==> src/rtl/pmx_pkg.sv <==
// Package for the port A upper pin multiplexer: map, fields, encodings
package pmx_pkg;

	localparam int          PMX_PINS       = 4;
	localparam int          PMX_TIMERS     = 5;
	localparam int          PMX_FSEL_W     = 2 * PMX_PINS;

	// Register byte offsets
	localparam logic [7:0]  OFF_GPIO_DATA  = 8'h00;
	localparam logic [7:0]  OFF_GPIO_DIR   = 8'h04;
	localparam logic [7:0]  OFF_GPIO_PULL  = 8'h08;
	localparam logic [7:0]  OFF_PIN_STATE  = 8'h0C;
	localparam logic [7:0]  OFF_FUNC_SEL   = 8'h10;
	localparam logic [7:0]  OFF_ALT_ROUTE  = 8'h14;
	localparam logic [7:0]  OFF_MODE_STATE = 8'h18;

	// Reset values
	localparam logic [3:0]  RST_GPIO_DATA  = 4'h0;
	localparam logic [3:0]  RST_GPIO_DIR   = 4'h0;
	localparam logic [3:0]  RST_GPIO_PULL  = 4'hF;
	localparam logic [3:0]  RST_PAD_PULL   = 4'hF;
	localparam logic [7:0]  RST_FUNC_SEL   = 8'h00;
	localparam logic [1:0]  RST_ALT_ROUTE  = 2'h0;

	// Pin indices within the block
	localparam int          PIN_TEN        = 0;
	localparam int          PIN_ELEVEN     = 1;
	localparam int          PIN_TWELVE     = 2;
	localparam int          PIN_THIRTEEN   = 3;

	// Timer channel indices
	localparam int          TMR_B_ONE      = 0;
	localparam int          TMR_B_TWO      = 1;
	localparam int          TMR_B_THREE    = 2;
	localparam int          TMR_A_ONE      = 3;
	localparam int          TMR_A_TWO      = 4;

	// Alternate route bits
	localparam int          ALT_PB_ELEVEN  = 0;
	localparam int          ALT_PB_FIVE    = 1;

	// AHB transfer type bit that marks an active transfer
	localparam int          HTRANS_ACTIVE  = 1;

	// Function select code per pin (two bits, pin n at bits 2n+1:2n)
	typedef enum logic [1:0] {
		FN_GPIO,
		FN_ALT1,
		FN_ALT2,
		FN_ALT3
	} pmx_func_t;

	// Timer channel drives and pad drives
	typedef struct packed {
		logic [PMX_TIMERS-1:0] out;
		logic [PMX_TIMERS-1:0] oe;
	} pmx_timer_t;

	typedef struct packed {
		logic out;
		logic oe;
	} pmx_drive_t;

endpackage

==> src/rtl/pmx_pin_mux.sv <==
// Pin multiplexer for port A pins ten to thirteen with AHB-Lite registers
//
// Contract
// - Each pin in GPIO mode has its own software direction bit.
// - Pin ten resets to GPIO; options timer_b_chan_two or comparator_a_input_two.
// - Pin eleven resets to GPIO; options timer_b_chan_three or comparator_b_input_two.
// - Pin twelve resets to GPIO; options serial clock, timer_b_chan_one, timer_a_chan_one.
// - Pin thirteen resets to GPIO; options serial slave-out, timer_b_chan_two, timer_a_chan_two.
// - Peripheral selection per pin comes from function select register settings.
// - timer_b_chan_two may appear on pin thirteen as well as pin ten.
// - timer_b_chan_one may also be routed to port B pin eleven.
// - timer_a_chan_one may also be routed to port B pin five.
// - Serial master drives the clock pin as an output.
// - Serial slave takes the clock pin as its input clock.
// - Slave-out pin is input for master, output for slave.
// - Unselected slave leaves slave-out pin undriven.
// - Slave data leads the sampling clock edge by half a period.
//
// Chosen here: the register offsets and register access over AHB-Lite.
`timescale 1ns/10ps
module pmx_pin_mux
	import pmx_pkg::*;
(
	// Clock and reset
	input  wire logic                  clock,
	input  wire logic                  rst,
	// AHB-Lite slave
	input  wire logic                  hsel,
	input  wire logic [31:0]           haddr,
	input  wire logic [1:0]            htrans,
	input  wire logic                  hwrite,
	input  wire logic [2:0]            hsize,
	input  wire logic [31:0]           hwdata,
	input  wire logic                  hready,
	output logic      [31:0]           hrdata,
	output logic                       hreadyout,
	output logic                       hresp,
	// Port A pads ten to thirteen
	input  wire logic [PMX_PINS-1:0]   pad_in,
	output logic      [PMX_PINS-1:0]   pad_out,
	output logic      [PMX_PINS-1:0]   pad_oe,
	output logic      [PMX_PINS-1:0]   pad_pull,
	output logic      [PMX_PINS-1:0]   pad_analog,
	// Port B alternate pads
	input  wire logic                  port_b_pin_eleven_in,
	input  wire logic                  port_b_pin_five_in,
	output pmx_drive_t                 port_b_pin_eleven_drive,
	output pmx_drive_t                 port_b_pin_five_drive,
	// Timers
	input  pmx_timer_t                 timer_drive,
	output logic      [PMX_TIMERS-1:0] timer_in,
	// Serial interface one
	input  wire logic                  serial_if_one_master,
	input  wire logic                  serial_if_one_select_n,
	input  wire logic                  serial_if_one_clock_out,
	input  wire logic                  serial_if_one_slave_out,
	output logic                       serial_if_one_clock_in,
	output logic                       serial_if_one_slave_in
);

	////////////////////////////////////////////////////////////////////////
	// Registers and pin synchronisers

	logic [PMX_PINS-1:0]   gpio_data;
	logic [PMX_PINS-1:0]   gpio_dir;
	logic [PMX_PINS-1:0]   gpio_pull;
	logic [PMX_FSEL_W-1:0] func_sel;
	logic [1:0]            alt_route;
	logic [PMX_PINS-1:0]   pin_meta;
	logic [PMX_PINS-1:0]   pin_sync;
	logic [1:0]            pb_meta;
	logic [1:0]            pb_sync;
	logic                  wr_pend;
	logic [7:0]            wr_addr;
	logic                  addr_ok;
	logic [7:0]            a_off;
	logic [31:0]           next_hrdata;
	pmx_func_t             fn_ten;
	pmx_func_t             fn_eleven;
	pmx_func_t             fn_twelve;
	pmx_func_t             fn_thirteen;

	assign fn_ten      = pmx_func_t'(func_sel[2*PIN_TEN +: 2]);
	assign fn_eleven   = pmx_func_t'(func_sel[2*PIN_ELEVEN +: 2]);
	assign fn_twelve   = pmx_func_t'(func_sel[2*PIN_TWELVE +: 2]);
	assign fn_thirteen = pmx_func_t'(func_sel[2*PIN_THIRTEEN +: 2]);

	always_ff @(posedge clock) begin
		if (rst) begin
			pin_meta <= '0;
			pin_sync <= '0;
			pb_meta  <= '0;
			pb_sync  <= '0;
		end else begin
			pin_meta <= pad_in;
			pin_sync <= pin_meta;
			pb_meta  <= {port_b_pin_five_in, port_b_pin_eleven_in};
			pb_sync  <= pb_meta;
		end
	end

	////////////////////////////////////////////////////////////////////////
	// AHB-Lite slave, zero wait states, always OKAY

	assign addr_ok = hsel && htrans[HTRANS_ACTIVE] && hready;
	assign a_off   = haddr[7:0];

	always_comb begin
		next_hrdata = '0;
		if (haddr[31:8] == 24'h000000) begin
			unique case (a_off)
				OFF_GPIO_DATA:  next_hrdata = {28'h0000000, gpio_data};
				OFF_GPIO_DIR:   next_hrdata = {28'h0000000, gpio_dir};
				OFF_GPIO_PULL:  next_hrdata = {28'h0000000, gpio_pull};
				OFF_PIN_STATE:  next_hrdata = {28'h0000000, pin_sync};
				OFF_FUNC_SEL:   next_hrdata = {24'h000000, func_sel};
				OFF_ALT_ROUTE:  next_hrdata = {30'h00000000, alt_route};
				OFF_MODE_STATE: next_hrdata = {30'h00000000, serial_if_one_select_n, serial_if_one_master};
				default:        next_hrdata = '0;
			endcase
		end
	end

	always_ff @(posedge clock) begin
		if (rst) begin
			hrdata    <= '0;
			hreadyout <= 1'b1;
			hresp     <= 1'b0;
		end else begin
			hreadyout <= 1'b1;
			hresp     <= 1'b0;
			if (addr_ok && !hwrite) begin
				hrdata <= next_hrdata;
			end
		end
	end

	// Write address phase held until data phase
	always_ff @(posedge clock) begin
		if (rst) begin
			wr_pend <= 1'b0;
			wr_addr <= '0;
		end else begin
			wr_pend <= addr_ok && hwrite && (haddr[31:8] == 24'h000000);
			wr_addr <= a_off;
		end
	end

	always_ff @(posedge clock) begin
		if (rst) begin
			gpio_data <= RST_GPIO_DATA;
			gpio_dir  <= RST_GPIO_DIR;
			gpio_pull <= RST_GPIO_PULL;
			func_sel  <= RST_FUNC_SEL;
			alt_route <= RST_ALT_ROUTE;
		end else if (wr_pend) begin
			unique case (wr_addr)
				OFF_GPIO_DATA: gpio_data <= hwdata[PMX_PINS-1:0];
				OFF_GPIO_DIR:  gpio_dir  <= hwdata[PMX_PINS-1:0];
				OFF_GPIO_PULL: gpio_pull <= hwdata[PMX_PINS-1:0];
				OFF_FUNC_SEL:  func_sel  <= hwdata[PMX_FSEL_W-1:0];
				OFF_ALT_ROUTE: alt_route <= hwdata[1:0];
				default: ;
			endcase
		end
	end

	////////////////////////////////////////////////////////////////////////
	// Pad steering

	logic [PMX_PINS-1:0] next_pad_out;
	logic [PMX_PINS-1:0] next_pad_oe;
	logic [PMX_PINS-1:0] next_pad_pull;
	logic [PMX_PINS-1:0] next_pad_analog;

	always_comb begin
		// GPIO default, pull-up only while an input
		next_pad_out    = gpio_data;
		next_pad_oe     = gpio_dir;
		next_pad_pull   = gpio_pull & ~gpio_dir;
		next_pad_analog = '0;

		unique case (fn_ten)
			FN_ALT1: begin
				next_pad_out[PIN_TEN]  = timer_drive.out[TMR_B_TWO];
				next_pad_oe[PIN_TEN]   = timer_drive.oe[TMR_B_TWO];
			end
			FN_ALT2: begin
				next_pad_oe[PIN_TEN]     = 1'b0;
				next_pad_pull[PIN_TEN]   = 1'b0;
				next_pad_analog[PIN_TEN] = 1'b1;
			end
			default: ;
		endcase

		unique case (fn_eleven)
			FN_ALT1: begin
				next_pad_out[PIN_ELEVEN] = timer_drive.out[TMR_B_THREE];
				next_pad_oe[PIN_ELEVEN]  = timer_drive.oe[TMR_B_THREE];
			end
			FN_ALT2: begin
				next_pad_oe[PIN_ELEVEN]     = 1'b0;
				next_pad_pull[PIN_ELEVEN]   = 1'b0;
				next_pad_analog[PIN_ELEVEN] = 1'b1;
			end
			default: ;
		endcase

		unique case (fn_twelve)
			FN_ALT1: begin
				// Master drives clock out, slave receives it
				next_pad_out[PIN_TWELVE] = serial_if_one_clock_out;
				next_pad_oe[PIN_TWELVE]  = serial_if_one_master;
			end
			FN_ALT2: begin
				next_pad_out[PIN_TWELVE] = timer_drive.out[TMR_B_ONE];
				next_pad_oe[PIN_TWELVE]  = timer_drive.oe[TMR_B_ONE];
			end
			FN_ALT3: begin
				next_pad_out[PIN_TWELVE] = timer_drive.out[TMR_A_ONE];
				next_pad_oe[PIN_TWELVE]  = timer_drive.oe[TMR_A_ONE];
			end
			default: ;
		endcase

		unique case (fn_thirteen)
			FN_ALT1: begin
				// Slave drives only while selected
				next_pad_out[PIN_THIRTEEN] = serial_if_one_slave_out;
				next_pad_oe[PIN_THIRTEEN]  = !serial_if_one_master && !serial_if_one_select_n;
			end
			FN_ALT2: begin
				next_pad_out[PIN_THIRTEEN] = timer_drive.out[TMR_B_TWO];
				next_pad_oe[PIN_THIRTEEN]  = timer_drive.oe[TMR_B_TWO];
			end
			FN_ALT3: begin
				next_pad_out[PIN_THIRTEEN] = timer_drive.out[TMR_A_TWO];
				next_pad_oe[PIN_THIRTEEN]  = timer_drive.oe[TMR_A_TWO];
			end
			default: ;
		endcase
	end

	// Clock and data pads share one flop stage so their phase holds
	always_ff @(posedge clock) begin
		if (rst) begin
			pad_out    <= '0;
			pad_oe     <= '0;
			pad_pull   <= RST_PAD_PULL;
			pad_analog <= '0;
		end else begin
			pad_out    <= next_pad_out;
			pad_oe     <= next_pad_oe;
			pad_pull   <= next_pad_pull;
			pad_analog <= next_pad_analog;
		end
	end

	////////////////////////////////////////////////////////////////////////
	// Inputs toward peripherals and port B routes

	always_ff @(posedge clock) begin
		if (rst) begin
			timer_in               <= '0;
			serial_if_one_clock_in <= 1'b0;
			serial_if_one_slave_in <= 1'b0;
		end else begin
			timer_in[TMR_B_ONE]    <= alt_route[ALT_PB_ELEVEN] ? pb_sync[ALT_PB_ELEVEN] : pin_sync[PIN_TWELVE];
			timer_in[TMR_B_TWO]    <= (fn_thirteen == FN_ALT2) ? pin_sync[PIN_THIRTEEN] : pin_sync[PIN_TEN];
			timer_in[TMR_B_THREE]  <= pin_sync[PIN_ELEVEN];
			timer_in[TMR_A_ONE]    <= alt_route[ALT_PB_FIVE] ? pb_sync[ALT_PB_FIVE] : pin_sync[PIN_TWELVE];
			timer_in[TMR_A_TWO]    <= pin_sync[PIN_THIRTEEN];
			serial_if_one_clock_in <= pin_sync[PIN_TWELVE];
			serial_if_one_slave_in <= pin_sync[PIN_THIRTEEN];
		end
	end

	always_ff @(posedge clock) begin
		if (rst) begin
			port_b_pin_eleven_drive <= '0;
			port_b_pin_five_drive   <= '0;
		end else begin
			port_b_pin_eleven_drive.out <= timer_drive.out[TMR_B_ONE];
			port_b_pin_eleven_drive.oe  <= timer_drive.oe[TMR_B_ONE] && alt_route[ALT_PB_ELEVEN];
			port_b_pin_five_drive.out   <= timer_drive.out[TMR_A_ONE];
			port_b_pin_five_drive.oe    <= timer_drive.oe[TMR_A_ONE] && alt_route[ALT_PB_FIVE];
		end
	end
endmodule

==> config.mk <==
export PLATFORM = sky130hd
export DESIGN_NAME = pmx_pin_mux
export DESIGN_NICKNAME = d
export VERILOG_FILES = /design/src/rtl/pmx_pkg.sv /design/src/rtl/pmx_pin_mux.sv
export SDC_FILE = /design/constraint.sdc
export NUM_CORES = 1
export LEC_CHECK = 0
export BUFFER_PORTS_ARGS = -buffer_cell sky130_fd_sc_hd__buf_2
export CAP_MARGIN = 10
export CORE_MARGIN = 4
export CORE_UTILIZATION = 45
export CTS_CLUSTER_DIAMETER = 120
export CTS_CLUSTER_SIZE = 28
export DETAILED_ROUTE_END_ITERATION = 6
export PLACE_DENSITY = 0.79
export SLEW_MARGIN = 0
export SYNTH_ARGS = -nofsm -noshare
export SYNTH_HDL_FRONTEND = slang
export SYNTH_SLANG_ARGS = --single-unit
==> constraint.sdc <==
create_clock -name clock -period 2.4 [get_ports clock]
set_input_delay 0.12 -clock clock [delete_from_list [all_inputs] [get_ports clock]]
set_output_delay 0.12 -clock clock [all_outputs]
set_load 0.05 [all_outputs]
==> results.sh <==
export IMPL_synth_top_area_frac=0.476
export IMPL_worstMarginPinSlew_ns=0.589
export IMPL_r2r_cells=3
export IMPL_globalRoute_totalOverflow=0
export IMPL_finalWirelength_um=7260
export IMPL_grt_max_degree=44
export IMPL_cts_tree="done"
export IMPL_die_area_um2=8420
export IMPL_utilization=0.569
export IMPL_drt_initial_drc_count=141
export IMPL_critical_path_class="in -> reg"
export IMPL_drv_cap=0
export IMPL_post_cts_buffers=0
export IMPL_routedWlPerCell_um=14.2
export IMPL_hold_ws_ns=0.00820
export IMPL_powerDensity_nw_per_um2=625
export IMPL_area_growth_pct=22.6
export IMPL_wl_met1_um=2950
export IMPL_dieHeight_um=91.7
export IMPL_grt_pass1_wl_um=11300
export IMPL_clockBufferDepth=2
export IMPL_end_kind="register"
export IMPL_io_buffers=98
export IMPL_hold_viol_final=0
export IMPL_gp_congestion=0.822
export IMPL_async_flop_share=0
export IMPL_vdd_drop_max_mv=0.409
export IMPL_maxUsedRoutingLayer="met4"
export IMPL_clock_sinks=75
export IMPL_synthTopCellsByArea="dfxtp_1, mux2i_1, buf_4, nor2b_1, nor2_1"
export IMPL_grt_setup_unrepaired="no"
export IMPL_max_freq_mhz=476
export IMPL_fin_cells=510
export IMPL_ys_warnings_count=0
export IMPL_synth_seq_cells=75
export IMPL_wl_met3_um=640
export IMPL_syn_avg_cell_area_um2=10.3
export IMPL_total_power_uw=2420
export IMPL_antenna_found_initial=0
export IMPL_drive_gt1_frac=0.316
export IMPL_yosysTopAreaCell="dfxtp_1"
export IMPL_fp_coreArea_um2=6790
export IMPL_grtUsageTotal=0.173
export IMPL_cp_arrival_ns=2.36
export IMPL_cp_start_kind="input pin"
export IMPL_vias=2444
export IMPL_hold_class="in -> reg"
export IMPL_antenna_left=0
export IMPL_period_share=0.875
export IMPL_slew_violations=0
export IMPL_yosysUniqueCellTypes=39
export IMPL_final_nets=507
export IMPL_met2_length_um=3590
export IMPL_cts_made_buffers=9
export IMPL_rows=30
export IMPL_root_buffer="clkbuf_8"
export IMPL_slew_headroom=0.604
export IMPL_dr_pass1_iters=4
export IMPL_place_hpwl_um=5550
export IMPL_synth_edf_count=0
export IMPL_drcViolationCount=0
export IMPL_netlist_area_um2=3160
export IMPL_viasPerCell=4.79
export IMPL_syn_instance_count=307
export IMPL_htree_levels=3
export IMPL_pin_count=155
export IMPL_cp_max_fo=3
export IMPL_dp_cells=486
export IMPL_hold_path_depth=2
export IMPL_fin_worst_skew_ns=0.00904
export IMPL_required_ns=2.66
export IMPL_diodes=0
export IMPL_initial_core_util=0.464
export IMPL_synth_sequential_area_ratio=0.476
export IMPL_status="finished clean"
export IMPL_clk_pin_slew_ns=0.08
export IMPL_setup_tns_ns=0
export IMPL_min_period_ns=2.10
export IMPL_setup_viol=0
export IMPL_power_leakage_uw=0.00172
export IMPL_grt_pass1_vias=2326
export IMPL_die_w_um=91.7
export IMPL_ys_flop_type="dfxtp_1"
export IMPL_clock_latency_ns=0.35
cell type report:
type | count | area (um2)
fill | 604 | 2930
inverter | 13 | 48.8
sequential | 75 | 1500
clock inverter | 4 | 25.0
multi-input combinational | 202 | 1430
timing repair buffer | 108 | 586
tap | 96 | 120
clock buffer | 12 | 155
cells in the mapped netlist (2+ instances only):
| library cell | instances |
|---|---|
| nand2b_1 | 4 |
| dfxtp_1 | 75 |
| or4_1 | 4 |
| a222oi_1 | 2 |
| nor3_1 | 3 |
| a32o_2 | 2 |
| mux4_2 | 6 |
| nor4_4 | 3 |
| a22o_1 | 4 |
| nor2b_1 | 29 |
| nand2_1 | 8 |
| mux2i_1 | 27 |
| a21o_1 | 5 |
| a211o_1 | 4 |
| inv_1 | 13 |
| clkbuf_1 | 11 |
| a211oi_1 | 4 |
| ha_1 | 4 |
| conb_1 | 2 |
| nand4_1 | 2 |
| nor2_1 | 41 |
| buf_4 | 29 |
| a21oi_1 | 3 |
| buf_1 | 2 |
| nor4_1 | 6 |
worst max-delay path, stage by stage:
cell and delay [ns]:
dlygate4sd3_1 0.54, buf_2 0.12, or4_4 0.54, nor4_4 0.28, or4b_1 0.52, a211oi_1 0.24
layer usage:
metal  track usage  vias up
met5             0        -
met4        0.0545        0
met3        0.0640        8
met2         0.296      106
met1         0.201     1133
li1              -     1197
cells in the final DEF, fill, tap and decap left out, types with 2 or more instances in the layout:
master          n
a21oi_1         3
nor2b_1        29
a211o_1         4
nand4_1         2
dfxtp_1        75
a22o_1          4
mux2i_1        27
mux4_2          6
a211oi_1        4
buf_4           2
a21o_1          5
ha_1            4
nor3_1          3
inv_1          13
nor4_4          3
nand2b_1        4
or4_1           4
dlygate4sd3_1   8
nand2_1         8
clkinvlp_4      2
a222oi_1        2
clkinv_2        2
clkbuf_8       11
a32o_2          2
buf_2          98
nor4_1          6
nor2_1         41
conb_1         28
per-stage QoR:
| stage | cell area (um2) | setup WS, ns |
|---|---|---|
| floorplan | 3250 | 0.527 |
| detailed placement | 3610 | 0.414 |
| finish | 3870 | 0.299 |
| global placement | 3610 | 0.437 |
| CTS | 3870 | 0.307 |
| global route | 3870 | 0.245 |
final timing paths:
check	from	to	slack, ns
max	haddr[5]	hrdata[3]	0.30
min	timer_drive[5]	port_b_pin_eleven_drive[1]	0.008
max reg2reg	wr_addr[5]	gpio_pull[1]	0.40
min reg2reg	pin_meta[0]	pin_sync[0]	0.44
cells by family after synthesis:
family,after synthesis,share of synthesized area
flops,75,0.476
buf+inv,56,0.102
simple gates,110,0.206
compound gates,27,0.0698
mux,33,0.128
other cells,2,0.00238
fa+ha+maj,4,0.0159
power by group:
group	internal (uW)	leakage, uW	switching (uW)
clock	428	0.0000884	444
sequential	1260	0.000610	8.79
combinational	80.9	0.00102	191
state kept, by name, indices dropped and copies added, names as in the netlist, 5 cells and up:
| name | count |
|---|---|
| func_sel | 8 |
| wr_addr | 8 |
| timer_in | 5 |
| hrdata | 8 |
timing repair:
action | in CTS | in global routing
hold buffers | 8 | 0
hold endpoints to repair | 8 | 0
endpoints found under the setup margin | 0 | 0
resized for setup | 0 | 0
(Power assumes the default switching activity.)
